--- src/dbg_pin_pkg.sv ---
// Constants for the debug pin, break trigger and shutdown timer block.
// Assumes a 50 MHz system clock and a 32-bit APB register bus.
package dbg_pin_pkg;
   localparam int unsigned SYS_CLK_HZ        = 50_000_000;
   localparam int unsigned SHUTDOWN_TIME_S   = 4;
   localparam int unsigned SHUTDOWN_CYCLES   = SHUTDOWN_TIME_S * SYS_CLK_HZ;
   localparam int unsigned TRIG_PULSE_NS     = 160;
   localparam int unsigned TRIG_PULSE_CYCLES = (TRIG_PULSE_NS * (SYS_CLK_HZ / 1_000_000) + 999) / 1000;
   localparam int unsigned TMR_W             = 28;
   localparam int unsigned CNT_W             = 8;

   localparam logic [7:0] OFS_CTRL      = 8'h00;
   localparam logic [7:0] OFS_STATUS    = 8'h04;
   localparam logic [7:0] OFS_IRQ_STAT  = 8'h08;
   localparam logic [7:0] OFS_IRQ_MASK  = 8'h0C;
   localparam logic [7:0] OFS_TMR_CLEAR = 8'h10;

   localparam int CTRL_BRK_OUT   = 0;
   localparam int CTRL_BRK_EN    = 1;
   localparam int CTRL_HOLD_EN   = 2;
   localparam int CTRL_FIR_EN    = 3;
   localparam int CTRL_RST_KIND  = 4;
   localparam int CTRL_RST_REL   = 5;
   localparam int CTRL_RST_FORCE = 6;
   localparam int TMR_CLEAR_BIT  = 0;

   localparam int ST_DBG_EN     = 0;
   localparam int ST_RESET_MODE_SEL_N      = 1;
   localparam int ST_DBG_RST    = 2;
   localparam int ST_BRK_PEND   = 3;
   localparam int ST_EVT_PEND   = 4;
   localparam int ST_FIR        = 5;
   localparam int ST_SHUTDOWN   = 6;
   localparam int ST_STRAP_DONE = 7;

   localparam int EV_BREAK = 0;
   localparam int EV_TRIG  = 1;
   localparam int EV_SHUT  = 2;
   localparam int EV_W     = 3;

   localparam logic [EV_W-1:0] IRQ_MASK_RESET = 3'h0;

   typedef enum logic [2:0] {
      TRG_IDLE = 3'b001,
      TRG_LOW  = 3'b010,
      TRG_GAP  = 3'b100
   } trg_state_t;
endpackage

--- src/debug_pin_break_trigger.sv ---
// Pin logic of the serial debug port: shared data/reset-mode pin, break/trigger pin,
// hold-acknowledge/debug-enable strap and the power-on shutdown timer, with an APB slave.
// Assumes pins arrive asynchronously and core-side signals are on SYS_CLK.
`timescale 1ns/10ps
module debug_pin_break_trigger #(
   parameter int unsigned SHUTDOWN_CYCLES_P = dbg_pin_pkg::SHUTDOWN_CYCLES
) (
   input  wire logic                        SYS_CLK,
   input  wire logic                        NRST,
   input  wire logic                        PSEL,
   input  wire logic                        PENABLE,
   input  wire logic                        PWRITE,
   input  wire logic [7:0]                  PADDR,
   input  wire logic [31:0]                 PWDATA,
   output logic      [31:0]                 PRDATA,
   output logic                             PREADY,
   output logic                             PSLVERR,
   output logic                             IRQ,
   input  wire logic                        RTC_RESET_N,
   input  wire logic                        DBG_SERIAL_CLK,
   input  wire logic                        DBG_MODE_SELECT,
   input  wire logic                        DBG_SERIAL_IN,
   input  wire logic                        DBG_UNIT_RESET_N,
   input  wire logic                        BREAK_TRIGGER_IO_N_I,
   output logic                             BREAK_TRIGGER_IO_N_O,
   output logic                             BREAK_TRIGGER_IO_N_OE,
   input  wire logic                        DBG_ENABLE_STRAP,
   output logic                             HOLD_ACK_N_O,
   output logic                             HOLD_ACK_N_OE,
   input  wire logic                        HOLD_GRANT,
   input  wire logic                        DBG_SERIAL_OUT,
   input  wire logic                        IR_TX_DATA,
   output logic                             INFRARED_DATA_OUT,
   input  wire logic                        DEBUG_MODE,
   input  wire logic                        BREAKPOINT_MATCH,
   output logic                             BREAK_REQ,
   output logic                             CORE_COLD_RESET_REQ,
   output logic                             CORE_SOFT_RESET_REQ,
   output logic                             SHUTDOWN_REQ,
   output logic                             DBG_UNIT_ACTIVE,
   output logic                             FIR_ACTIVE,
   output logic                             DBG_SAMPLE_VALID,
   output logic                             DBG_SAMPLE_MODE,
   output logic                             DBG_SAMPLE_DATA
);
   import dbg_pin_pkg::*;

   if (SHUTDOWN_CYCLES_P < 1 || SHUTDOWN_CYCLES_P >= (64'd1 << TMR_W))
      $error("SHUTDOWN_CYCLES_P out of range");
   if (TRIG_PULSE_CYCLES < 1 || TRIG_PULSE_CYCLES > (1 << CNT_W))
      $error("Trigger pulse count out of range");

   localparam logic [TMR_W-1:0] TMR_LAST = TMR_W'(SHUTDOWN_CYCLES_P - 1);
   localparam logic [CNT_W-1:0] CNT_LAST = CNT_W'(TRIG_PULSE_CYCLES - 1);

   typedef struct packed {
      logic             pready, pslverr;
      logic [31:0]      prdata;
      logic [2:0]       ck, bk, rtc;
      logic [1:0]       ms, di, ur, en;
      logic             brk_dir_out, brk_en, hold_en, fir_en, rst_kind;
      logic             strap_done;
      logic             dbg_enabled;
      logic             dbg_use;
      logic             unit_active;
      logic             fir_active;
      logic             reset_mode;
      logic             dbg_rst;
      logic             cold_req, soft_req;
      logic             dbg_mode_prev;
      logic             brk_pend;
      logic             brk_req;
      trg_state_t       trg_state;
      logic [CNT_W-1:0] trg_cnt;
      logic             evt_pend;
      logic             trg_o, trg_oe;
      logic             smp_valid, smp_mode, smp_data;
      logic [TMR_W-1:0] tmr;
      logic             shutdown;
      logic [EV_W-1:0]  irq_stat;
      logic [EV_W-1:0]  irq_mask;
      logic             irq;
      logic             ir_out;
      logic             hold_o, hold_oe;
   } state_t;

   localparam state_t ST_RESET = '{trg_state: TRG_IDLE, trg_o: 1'b1, hold_o: 1'b1,
                                   irq_mask: IRQ_MASK_RESET, default: '0};

   state_t st_ff;
   state_t nxt_st;

   always_comb
   begin
      logic            setup;
      logic            wr;
      logic            brk_in_mode;
      logic            brk_fall;
      logic            hit;
      logic [EV_W-1:0] ev;
      logic [31:0]     rd;
      logic            mapped;
      setup = PSEL & ~PENABLE;
      wr = PSEL & PENABLE & PWRITE & st_ff.pready;
      ev = '0;
      rd = '0;
      mapped = 1'b1;
      brk_in_mode = st_ff.unit_active & ~st_ff.brk_dir_out & st_ff.brk_en;
      brk_fall = ~st_ff.bk[1] & st_ff.bk[2];
      hit = BREAKPOINT_MATCH & ~DEBUG_MODE & st_ff.trg_oe;
      nxt_st = st_ff;
      nxt_st.ck = {st_ff.ck[1:0], DBG_SERIAL_CLK};
      nxt_st.ms = {st_ff.ms[0], DBG_MODE_SELECT};
      nxt_st.di = {st_ff.di[0], DBG_SERIAL_IN};
      nxt_st.ur = {st_ff.ur[0], DBG_UNIT_RESET_N};
      nxt_st.bk = {st_ff.bk[1:0], BREAK_TRIGGER_IO_N_I};
      nxt_st.rtc = {st_ff.rtc[1:0], RTC_RESET_N};
      nxt_st.en = {st_ff.en[0], DBG_ENABLE_STRAP};

      if (wr && PADDR == OFS_CTRL)
      begin
         nxt_st.brk_dir_out = PWDATA[CTRL_BRK_OUT];
         nxt_st.brk_en = PWDATA[CTRL_BRK_EN];
         nxt_st.hold_en = PWDATA[CTRL_HOLD_EN];
         nxt_st.fir_en = PWDATA[CTRL_FIR_EN];
         nxt_st.rst_kind = PWDATA[CTRL_RST_KIND];
      end
      if (wr && PADDR == OFS_IRQ_MASK)
         nxt_st.irq_mask = PWDATA[EV_W-1:0];

      nxt_st.dbg_use = st_ff.dbg_enabled & ~st_ff.fir_en;
      nxt_st.fir_active = st_ff.fir_en;
      // unit runs only out of its own reset.
      nxt_st.unit_active = st_ff.dbg_use & st_ff.ur[1];
      nxt_st.ir_out = st_ff.dbg_use ? DBG_SERIAL_OUT : IR_TX_DATA;

      // reset-mode sampling while unit reset is held.
      if (!st_ff.ur[1])
      begin
         nxt_st.reset_mode = st_ff.di[1];
         nxt_st.dbg_rst = ~st_ff.di[1];
      end
      else if (wr && PADDR == OFS_CTRL && PWDATA[CTRL_RST_FORCE])
         nxt_st.dbg_rst = 1'b1;
      else if (wr && PADDR == OFS_CTRL && PWDATA[CTRL_RST_REL])
         nxt_st.dbg_rst = 1'b0;
      // debug reset kind steers cold or soft request.
      nxt_st.cold_req = st_ff.dbg_rst & st_ff.dbg_use & ~st_ff.rst_kind;
      nxt_st.soft_req = st_ff.dbg_rst & st_ff.dbg_use & st_ff.rst_kind;

      // serial data and mode taken on link clock rising edges.
      nxt_st.smp_valid = st_ff.unit_active & st_ff.ck[1] & ~st_ff.ck[2];
      nxt_st.smp_mode = st_ff.ms[1];
      nxt_st.smp_data = st_ff.di[1];

      nxt_st.dbg_mode_prev = DEBUG_MODE;
      if (DEBUG_MODE && !st_ff.dbg_mode_prev)
         nxt_st.brk_pend = 1'b0;
      // a request seen in debug mode waits for normal mode.
      if (brk_in_mode && brk_fall)
      begin
         nxt_st.brk_pend = 1'b1;
         ev[EV_BREAK] = 1'b1;
      end
      // request reaches the core only in normal mode.
      nxt_st.brk_req = nxt_st.brk_pend & ~DEBUG_MODE;

      nxt_st.trg_oe = st_ff.unit_active & st_ff.brk_dir_out;
      nxt_st.trg_o = 1'b1;
      // debug mode holds the pin low and drops pending events.
      if (DEBUG_MODE)
      begin
         nxt_st.trg_state = TRG_IDLE;
         nxt_st.evt_pend = 1'b0;
         nxt_st.trg_cnt = '0;
         nxt_st.trg_o = 1'b0;
      end
      else
      begin
         unique case (st_ff.trg_state)
            // one low pulse per match or merged group.
            TRG_IDLE:
               if (hit || st_ff.evt_pend)
               begin
                  nxt_st.trg_state = TRG_LOW;
                  nxt_st.trg_cnt = CNT_LAST;
                  nxt_st.evt_pend = 1'b0;
                  nxt_st.trg_o = 1'b0;
                  ev[EV_TRIG] = 1'b1;
               end
            TRG_LOW:
            begin
               nxt_st.trg_o = 1'b0;
               if (hit)
                  nxt_st.evt_pend = 1'b1;
               if (st_ff.trg_cnt == '0)
               begin
                  nxt_st.trg_state = TRG_GAP;
                  nxt_st.trg_cnt = CNT_LAST;
                  nxt_st.trg_o = 1'b1;
               end
               else
                  nxt_st.trg_cnt = st_ff.trg_cnt - 1'b1;
            end
            TRG_GAP:
            begin
               // matches during the recovery gap merge too.
               if (hit)
                  nxt_st.evt_pend = 1'b1;
               if (st_ff.trg_cnt == '0)
                  nxt_st.trg_state = TRG_IDLE;
               else
                  nxt_st.trg_cnt = st_ff.trg_cnt - 1'b1;
            end
            default:
               nxt_st.trg_state = TRG_IDLE;
         endcase
      end

      if (!st_ff.rtc[1])
      begin
         nxt_st.strap_done = 1'b0;
         nxt_st.dbg_enabled = 1'b0;
         nxt_st.tmr = '0;
         nxt_st.shutdown = 1'b0;
      end
      else
      begin
         // strap captured once at reset release.
         if (!st_ff.rtc[2])
         begin
            nxt_st.strap_done = 1'b1;
            nxt_st.dbg_enabled = st_ff.en[1];
         end
         // shutdown timer runs when strap is 0.
         if (st_ff.strap_done && !st_ff.dbg_enabled && !st_ff.shutdown)
         begin
            if (wr && PADDR == OFS_TMR_CLEAR && PWDATA[TMR_CLEAR_BIT])
               nxt_st.tmr = '0;
            else if (st_ff.tmr == TMR_LAST)
            begin
               nxt_st.shutdown = 1'b1;
               ev[EV_SHUT] = 1'b1;
            end
            else
               nxt_st.tmr = st_ff.tmr + 1'b1;
         end
      end

      // hold acknowledge drives only when enabled after the strap.
      nxt_st.hold_oe = st_ff.strap_done & st_ff.hold_en;
      nxt_st.hold_o = ~HOLD_GRANT;

      if (wr && PADDR == OFS_IRQ_STAT)
         nxt_st.irq_stat = st_ff.irq_stat & ~PWDATA[EV_W-1:0];
      nxt_st.irq_stat = nxt_st.irq_stat | ev;
      nxt_st.irq = |(nxt_st.irq_stat & nxt_st.irq_mask);

      unique case (PADDR)
         OFS_CTRL:
         begin
            rd[CTRL_BRK_OUT] = st_ff.brk_dir_out;
            rd[CTRL_BRK_EN] = st_ff.brk_en;
            rd[CTRL_HOLD_EN] = st_ff.hold_en;
            rd[CTRL_FIR_EN] = st_ff.fir_en;
            rd[CTRL_RST_KIND] = st_ff.rst_kind;
         end
         OFS_STATUS:
         begin
            rd[ST_DBG_EN] = st_ff.dbg_enabled;
            rd[ST_RESET_MODE_SEL_N] = st_ff.reset_mode;
            rd[ST_DBG_RST] = st_ff.dbg_rst;
            rd[ST_BRK_PEND] = st_ff.brk_pend;
            rd[ST_EVT_PEND] = st_ff.evt_pend;
            rd[ST_FIR] = st_ff.fir_active;
            rd[ST_SHUTDOWN] = st_ff.shutdown;
            rd[ST_STRAP_DONE] = st_ff.strap_done;
         end
         OFS_IRQ_STAT: rd[EV_W-1:0] = st_ff.irq_stat;
         OFS_IRQ_MASK: rd[EV_W-1:0] = st_ff.irq_mask;
         OFS_TMR_CLEAR: rd = '0;
         default: mapped = 1'b0;
      endcase
      nxt_st.pready = setup;
      nxt_st.pslverr = setup & ~mapped;
      nxt_st.prdata = (setup && !PWRITE && mapped) ? rd : '0;
   end

   always_ff @(posedge SYS_CLK or negedge NRST)
   begin
      if (!NRST)
         st_ff <= ST_RESET;
      else
         st_ff <= nxt_st;
   end

   assign PRDATA = st_ff.prdata;
   assign PREADY = st_ff.pready;
   assign PSLVERR = st_ff.pslverr;
   assign IRQ = st_ff.irq;
   assign BREAK_TRIGGER_IO_N_O = st_ff.trg_o;
   assign BREAK_TRIGGER_IO_N_OE = st_ff.trg_oe;
   assign HOLD_ACK_N_O = st_ff.hold_o;
   assign HOLD_ACK_N_OE = st_ff.hold_oe;
   assign INFRARED_DATA_OUT = st_ff.ir_out;
   assign BREAK_REQ = st_ff.brk_req;
   assign CORE_COLD_RESET_REQ = st_ff.cold_req;
   assign CORE_SOFT_RESET_REQ = st_ff.soft_req;
   assign SHUTDOWN_REQ = st_ff.shutdown;
   assign DBG_UNIT_ACTIVE = st_ff.unit_active;
   assign FIR_ACTIVE = st_ff.fir_active;
   assign DBG_SAMPLE_VALID = st_ff.smp_valid;
   assign DBG_SAMPLE_MODE = st_ff.smp_mode;
   assign DBG_SAMPLE_DATA = st_ff.smp_data;
endmodule

--- config.mk ---
export PLATFORM = sky130hd
export DESIGN_NAME = debug_pin_break_trigger
export DESIGN_NICKNAME = d
export VERILOG_FILES = /design/src/dbg_pin_pkg.sv /design/src/debug_pin_break_trigger.sv
export SDC_FILE = /design/constraint.sdc
export NUM_CORES = 1
export LEC_CHECK = 0
export ABC_AREA = 0
export BUFFER_PORTS_ARGS = -buffer_cell sky130_fd_sc_hd__buf_2
export CAP_MARGIN = 20
export CELL_PAD_IN_SITES_DETAIL_PLACEMENT = 0
export CELL_PAD_IN_SITES_GLOBAL_PLACEMENT = 1
export CORE_UTILIZATION = 45
export DETAILED_ROUTE_END_ITERATION = 16
export GPL_TIMING_DRIVEN = 0
export PLACE_DENSITY_LB_ADDON = 0.25
export SYNTH_ARGS = -nofsm -noshare
export SYNTH_HDL_FRONTEND = slang
export SYNTH_SLANG_ARGS = --single-unit
--- constraint.sdc ---
create_clock -name SYS_CLK -period 4.2 [get_ports SYS_CLK]
set_input_delay 0.21 -clock SYS_CLK [delete_from_list [all_inputs] [get_ports SYS_CLK]]
set_output_delay 0.21 -clock SYS_CLK [all_outputs]
set_load 0.02 [all_outputs]
==> impl_metrics.py, run 1 <==
metrics = {
    "clock_tree": {
        "cts_tree": "done",
        "clk_latency_ns": 0.38,
        "cts_buffers": 9,
        "clk_path_buf_depth": 2,
        "cts_setup_buffers": 0,
        "htreeDepth": 3,
        "cts-resized-gates": 0,
        "root_buffer": "clkbuf_8",
        "path_clk_slew_ns": 0.11,
        "clkSinkCount": 100,
    },
    "timing": {
        "fmax_mhz": 425,
        "setup_viol": 0,
        "finClkSkew_ns": 0.0127,
        "tightest_slew_ns": 0.752,
        "hold_slack_ns": 0.0478,
        "tns_ns": 0,
        "timing_hold_violations_final": 0,
        "slew_viol_final": 0,
        "rsz0062_at_grt": "false",
        "min_period_ns": 2.35,
        "fin_crit_sh_pct": 56.0,
        "relSlewSlack_pct": 49.5,
    },
    "floorplanning": {
        "die_h_um": 105,
        "start_util_pct": 46.5,
        "core_sq_um": 10300,
        "die_x_um": 105,
        "die_area_sq_um": 11100,
        "ioPinCount": 106,
        "row_count": 37,
    },
    "synthesis": {
        "syn_area_sq_um": 4800,
        "post_synth.cell_area_avg_sq_um": 10.5,
        "netlist-cell-type-count": 60,
        "synth_edf_count": 0,
        "yosys_most_used_dff": "dfrtp_1",
        "synthCells": 458,
        "ys_seq_elements": 100,
        "yosysWarnings": 0,
        "ys_seq_area_share_pct": 52.2,
        "async_flop_share_pct": 100,
    },
    "route": {
        "drtIter0Drc": 223,
        "routed_wl_um": 10300,
        "ant_nets": 0,
        "drt_first_pass_iters": 4,
        "num_vias": 3680,
        "via_per_inst": 5.26,
        "wire_per_inst_um": 14.8,
        "drc_errors": 0,
    },
    "setup_path": {
        "r2r-start": "st_ff[11]",
        "crit_required_ns": 4.50,
        "r2r_cells": 9,
        "crit_path_cell_trace": "ha_1 > and4_1 > clkbuf_1 > nand3_1 > nor4_2 > buf_6 > buf_2 > o21ai_0 > a21oi_1",
        "cp_max_fo": 10,
        "max_stage_delay_ns": 0.43,
        "r2r-end": "st_ff[26]",
        "ff2ff_setup_slack_ns": 1.85,
        "end_kind": "register",
        "cp_slowest_cell": "dfrtp_1",
        "criticalPathCategory": "reg -> reg",
        "cp_data_arrival_time_ns": 2.66,
        "cp-start-kind": "register",
    },
    "global_routing": {
        "grt_overflow_total": 0,
        "grt_usage_pct": 20.2,
        "antenna_found_initial": 0,
        "grt_max_degree": 52,
        "grt_pass1_vias": 3550,
        "grt_pass1_wl_um": 17500,
    },
    "final_layout": {
        "finalNonFillerCells": 700,
        "area_growth_syn_to_layout_pct": 18.3,
        "drive_above_1_share_pct": 24.1,
        "final_nets": 618,
        "final_util_pct": 55.0,
        "mostFrequentLayoutCells": "97 x dfrtp_1, 60 x buf_2, 33 x buf_4",
        "diodes": 0,
        "final_common_cell": "dfrtp_1",
    },
    "flow_run": {
        "cap_violations": 0,
    },
    "worst_hold_path": {
        "min_path_type": "in -> reg",
        "hold_end": "nxt_st[63]",
        "min-delay-start": "PWDATA[3]",
        "hold_depth": 2,
    },
    "place": {
        "gp_congestion": 0.837,
        "portBuffers": 56,
        "dp_hpwl_um": 7390,
        "dp.cells": 674,
    },
    "power_and_ir_drop": {
        "switchingPower_mw": 0.501,
        "p_clk_share_pct": 35.3,
        "p_total_mw": 1.79,
        "p_seq_share_pct": 55.9,
        "leakagePower_nw": 2.71,
        "switching_share_pct": 28.0,
        "power.internal_mw": 1.29,
        "combPwrFrac_pct": 8.8,
        "vdd_ir_drop_max_uv": 181,
        "powerDensity_nw_per_um2": 315,
    },
    "status": {
        "status": "finished, final reports clean",
    },
}
worst max-delay path: cells and delay by family (launching register included):
family	cells	cell delay, ns
AO/OA/AOI/OAI	2	0.25
adder cells (fa/ha/maj)	1	0.22
buffers and inverters	3	0.79
flip-flops	1	0.43
AND/OR/NAND/NOR	3	0.61
worst max-delay path by stage:
stage	from	slack (ns)	to	cells after the start
global placement	st_ff[11]	1.87	st_ff[20]	9
finish	st_ff[11]	1.85	st_ff[26]	9
global route	st_ff[11]	1.60	st_ff[22]	9
CTS	st_ff[11]	1.84	st_ff[26]	9
floorplan	SHUTDOWN_REQ	2.23	st_ff[22]	6
detailed placement	st_ff[11]	1.84	st_ff[18]	9
per-layer routing:
metal | GRT usage (%) | part of all wire [%]
met5 | 0 | 0
met4 | 6.84 | 1.6
met3 | 3.59 | 4.4
met2 | 32.9 | 47
met1 | 27.2 | 47
synthesized netlist by cell type, types with 4 or more instances:
master    count  share of area [%]
o21ai_0      28                2.9
mux2_2        8                1.9
and3_1        4               0.52
nand2b_1      6               0.78
xnor2_1       5               0.91
and2_1       12                1.6
or3_1        15                2.0
nor2b_1       7               0.91
buf_2         5               0.52
nand2_1      31                2.4
o31ai_1       5               0.78
or4_1         4               0.63
buf_4        32                5.0
nand4_1      18                2.3
inv_1        17                1.3
nor3_1       15                1.6
nor2_1       19                1.5
dfrtp_1      97                 51
and4_1        8                1.5
mux2i_1       5                1.0
a21oi_1      22                2.3
xor2_1        5               0.91
a31oi_1      10                1.3
nor4_1        4               0.52
clkbuf_1     11               0.86
nand3_1      16                1.7
power by group through the flow:
stage / registers [mW] / clock network (mW) / logic, mW
final: 1.00 / 0.632 / 0.157
after CTS: 1.00 / 0.654 / 0.159
after global placement: 1.02 / 0 / 0.146
after global routing: 1.00 / 0.692 / 0.175
after detailed placement: 1.02 / 0 / 0.151
after floorplan: 1.02 / 0 / 0.0829
sequential cells by signal, indices dropped and copies added (netlist names):
signal                 count
BREAK_TRIGGER_IO_N_OE      1
DBG_SAMPLE_VALID           1
nxt_st                    13
CORE_SOFT_RESET_REQ        1
INFRARED_DATA_OUT          1
DBG_SAMPLE_MODE            1
SHUTDOWN_REQ               1
HOLD_ACK_N_OE              1
BREAK_REQ                  1
HOLD_ACK_N_O               1
PRDATA                     8
FIR_ACTIVE                 1
BREAK_TRIGGER_IO_N_O       1
PREADY                     1
PSLVERR                    1
DBG_SAMPLE_DATA            1
IRQ                        1
st_ff                     62
CORE_COLD_RESET_REQ        1
DBG_UNIT_ACTIVE            1
timing repair:
item                                    in CTS  in global routing
hold endpoints to repair                    57                  0
hold buffers                                10                  0
endpoints found under the setup margin       0                  0
area by class of cell:
cell class	count	area, sq um
Buffer	51	333
Timing Repair Buffer	67	410
Clock buffer	9	124
Clock inverter	7	88.8
Inverter	17	63.8
Sequential cell	100	2510
Multi-Input combinational cell	313	1980
Tap cell	136	170
Fill cell	923	4650
stage by stage:
step	cell area [sq um]	worst slack, ns
3_3_place_gp	5330	1.87
6_report	5680	1.85
5_1_grt	5680	1.60
4_1_cts	5680	1.84
2_1_floorplan	4880	2.23
3_5_place_dp	5360	1.84
cell families after synthesis:
logic type	after synthesis	share of synthesized area, %
AO/OA/AOI/OAI	84	11.1
XOR/XNOR	10	1.83
adder cells (fa/ha/maj)	2	0.522
buffers and inverters	68	8.27
flip-flops	100	52.2
multiplexers	16	4.33
other	1	0.0782
AND/OR/NAND/NOR	177	21.6
(Power assumes the default switching activity.)
==> run 2: changes to the inputs <==
--- a/config.mk
+++ b/config.mk
@@ -10,7 +10,7 @@
 export CAP_MARGIN = 20
 export CELL_PAD_IN_SITES_DETAIL_PLACEMENT = 0
 export CELL_PAD_IN_SITES_GLOBAL_PLACEMENT = 1
-export CORE_UTILIZATION = 45
+export CORE_UTILIZATION = 42
 export DETAILED_ROUTE_END_ITERATION = 16
 export GPL_TIMING_DRIVEN = 0
 export PLACE_DENSITY_LB_ADDON = 0.25
==> constraint.sdc (replaced) <==
create_clock -name SYS_CLK -period 2.4 [get_ports SYS_CLK]
set_input_delay 0.12 -clock SYS_CLK [delete_from_list [all_inputs] [get_ports SYS_CLK]]
set_output_delay 0.12 -clock SYS_CLK [all_outputs]
set_load 0.02 [all_outputs]
==> impl_metrics.py, run 2 (synthesis gave the netlist of run 1 again) <==
metrics = {
    "status": {
        "status": "finished, final reports clean",
    },
    "setup_path": {
        "cp_max_fo": 10,
        "ff2ff_setup_slack_ns": 0.23,
        "r2r_cells": 7,
        "crit_required_ns": 2.66,
        "r2r-start": "st_ff[30]",
        "cp-start-kind": "register",
        "cp_data_arrival_time_ns": 2.44,
        "end_kind": "register",
        "r2r-end": "st_ff[18]",
        "criticalPathCategory": "reg -> reg",
    },
    "final_layout": {
        "area_growth_syn_to_layout_pct": 21.2,
        "diodes": 0,
        "drive_above_1_share_pct": 24.7,
        "largest_register": "st_ff",
        "mostFrequentLayoutCells": "97 x dfrtp_1, 60 x buf_2, 33 x buf_4",
        "finalNonFillerCells": 706,
        "final_common_cell": "dfrtp_1",
        "largest_reg_flops": 62,
        "final_util_pct": 52.9,
        "final_nets": 620,
    },
    "flow_run": {
        "cap_violations": 0,
    },
    "clock_tree": {
        "clkSinkCount": 100,
        "path_clk_slew_ns": 0.07,
        "root_buffer": "clkbuf_16",
        "clk_path_buf_depth": 2,
        "htreeDepth": 3,
        "cts_setup_buffers": 0,
        "clk_latency_ns": 0.35,
        "cts_tree": "done",
        "cts_buffers": 9,
    },
    "timing": {
        "setup_viol": 0,
        "timing_hold_violations_final": 0,
        "slew_viol_final": 0,
        "finClkSkew_ns": 0.0132,
        "fmax_mhz": 460,
        "setup_ws_ns": 0.226,
        "tightest_slew_ns": 0.771,
        "rsz0062_at_grt": "false",
        "tns_ns": 0,
        "min_period_ns": 2.17,
        "relSlewSlack_pct": 48.2,
        "fin_crit_sh_pct": 90.6,
    },
    "worst_hold_path": {
        "min_path_type": "in -> reg",
        "hold_depth": 2,
        "min-delay-start": "PWDATA[4]",
        "hold_end": "st_ff[68]",
    },
    "place": {
        "post-place-ws_ns": 0.0315,
        "dp.cells": 678,
        "gp_congestion": 0.800,
        "portBuffers": 56,
        "dp_hpwl_um": 7350,
    },
    "global_routing": {
        "antenna_found_initial": 0,
        "grt_max_degree": 74,
        "grt_usage_pct": 19.5,
        "grt_overflow_total": 0,
        "grt_pass1_vias": 3587,
        "grt_pass1_wl_um": 17600,
    },
    "floorplanning": {
        "ioPinCount": 106,
        "start_util_pct": 43.7,
        "die_area_sq_um": 11900,
        "die_x_um": 109,
        "die_h_um": 109,
        "core_sq_um": 11000,
        "row_count": 38,
    },
    "route": {
        "via_per_inst": 5.16,
        "num_vias": 3640,
        "highest-signal-layer": "met4",
        "drtIter0Drc": 185,
        "ant_nets": 0,
        "wire_per_inst_um": 14.8,
        "wl_met3_um": 487,
        "wl_met2_um": 4810,
        "wl_met1_um": 4960,
        "drt_first_pass_iters": 4,
        "drc_errors": 0,
        "routed_wl_um": 10500,
    },
    "power_and_ir_drop": {
        "powerDensity_nw_per_um2": 600,
        "leakagePower_nw": 2.76,
        "vdd_ir_drop_max_uv": 471,
    },
}
## run 2: cell count changes in the layout (fill, tap and decap cells not counted), moves of 2 or more
cell	previous run	this run
clkinvlp_4	0	3
clkinv_8	3	0
inv_8	2	0
dlygate4sd3_1	10	13
clkbuf_16	0	9
clkbuf_8	9	0
## run 2: what timing repair did
action                                 in CTS  in global routing
endpoints found under the hold margin      38                  0
resized for setup                           0                  5
setup endpoints to repair                   0                 11
hold buffers                               13                  0
## run 2: worst max path at each step
stage                             from         to  cells past startpoint
final                        st_ff[30]  st_ff[18]                      7
after global routing         st_ff[30]  st_ff[26]                      7
after CTS                    st_ff[11]  st_ff[18]                      9
after detailed placement     st_ff[11]  st_ff[26]                      9
after global placement       st_ff[11]  st_ff[26]                      9
after floorplan           SHUTDOWN_REQ  st_ff[22]                      6
## run 2: cell type report
cell class                 count  area [sq um]
multi-input combinational    313          2000
clock buffer                   9           225
sequential                   100          2510
clock inverter                 7          75.1
tap                          140           175
timing repair buffer          70           440
buffer                        50           329
inverter                      17          63.8
fill                        1001          5170
## run 2: layer usage
metal	up-vias	track usage (%)
li1	1813	-
met1	1716	26.0
met2	98	31.4
met3	13	3.11
met4	0	8.40
met5	-	0
## run 2: power breakdown
| part | switching (mW) | leakage [nW] | internal (mW) |
|---|---|---|---|
| clock network | 0.650 | 0.138 | 0.812 |
| logic | 0.170 | 1.30 | 0.109 |
| registers | 0.0259 | 1.32 | 1.72 |
| total | 0.845 | 2.76 | 2.65 |
## run 2: stage by stage
stage,instance area (sq um),power (mW),hold slack [ns]
after floorplan,4880,1.93,-0.176
after global placement,5340,2.04,0.228
after detailed placement,5370,2.05,0.0846
after CTS,5800,3.53,0.00283
after global routing,5810,3.64,0.00673
final,5810,3.49,0.0114
## run 2: critical path: stages, from the launching register on
cell	delay (ns)
dfrtp_1	0.44
nor4bb_2	0.38
nand4_1	0.21
nor4_2	0.36
buf_6	0.20
buf_2	0.24
o21ai_0	0.13
a21oi_1	0.14
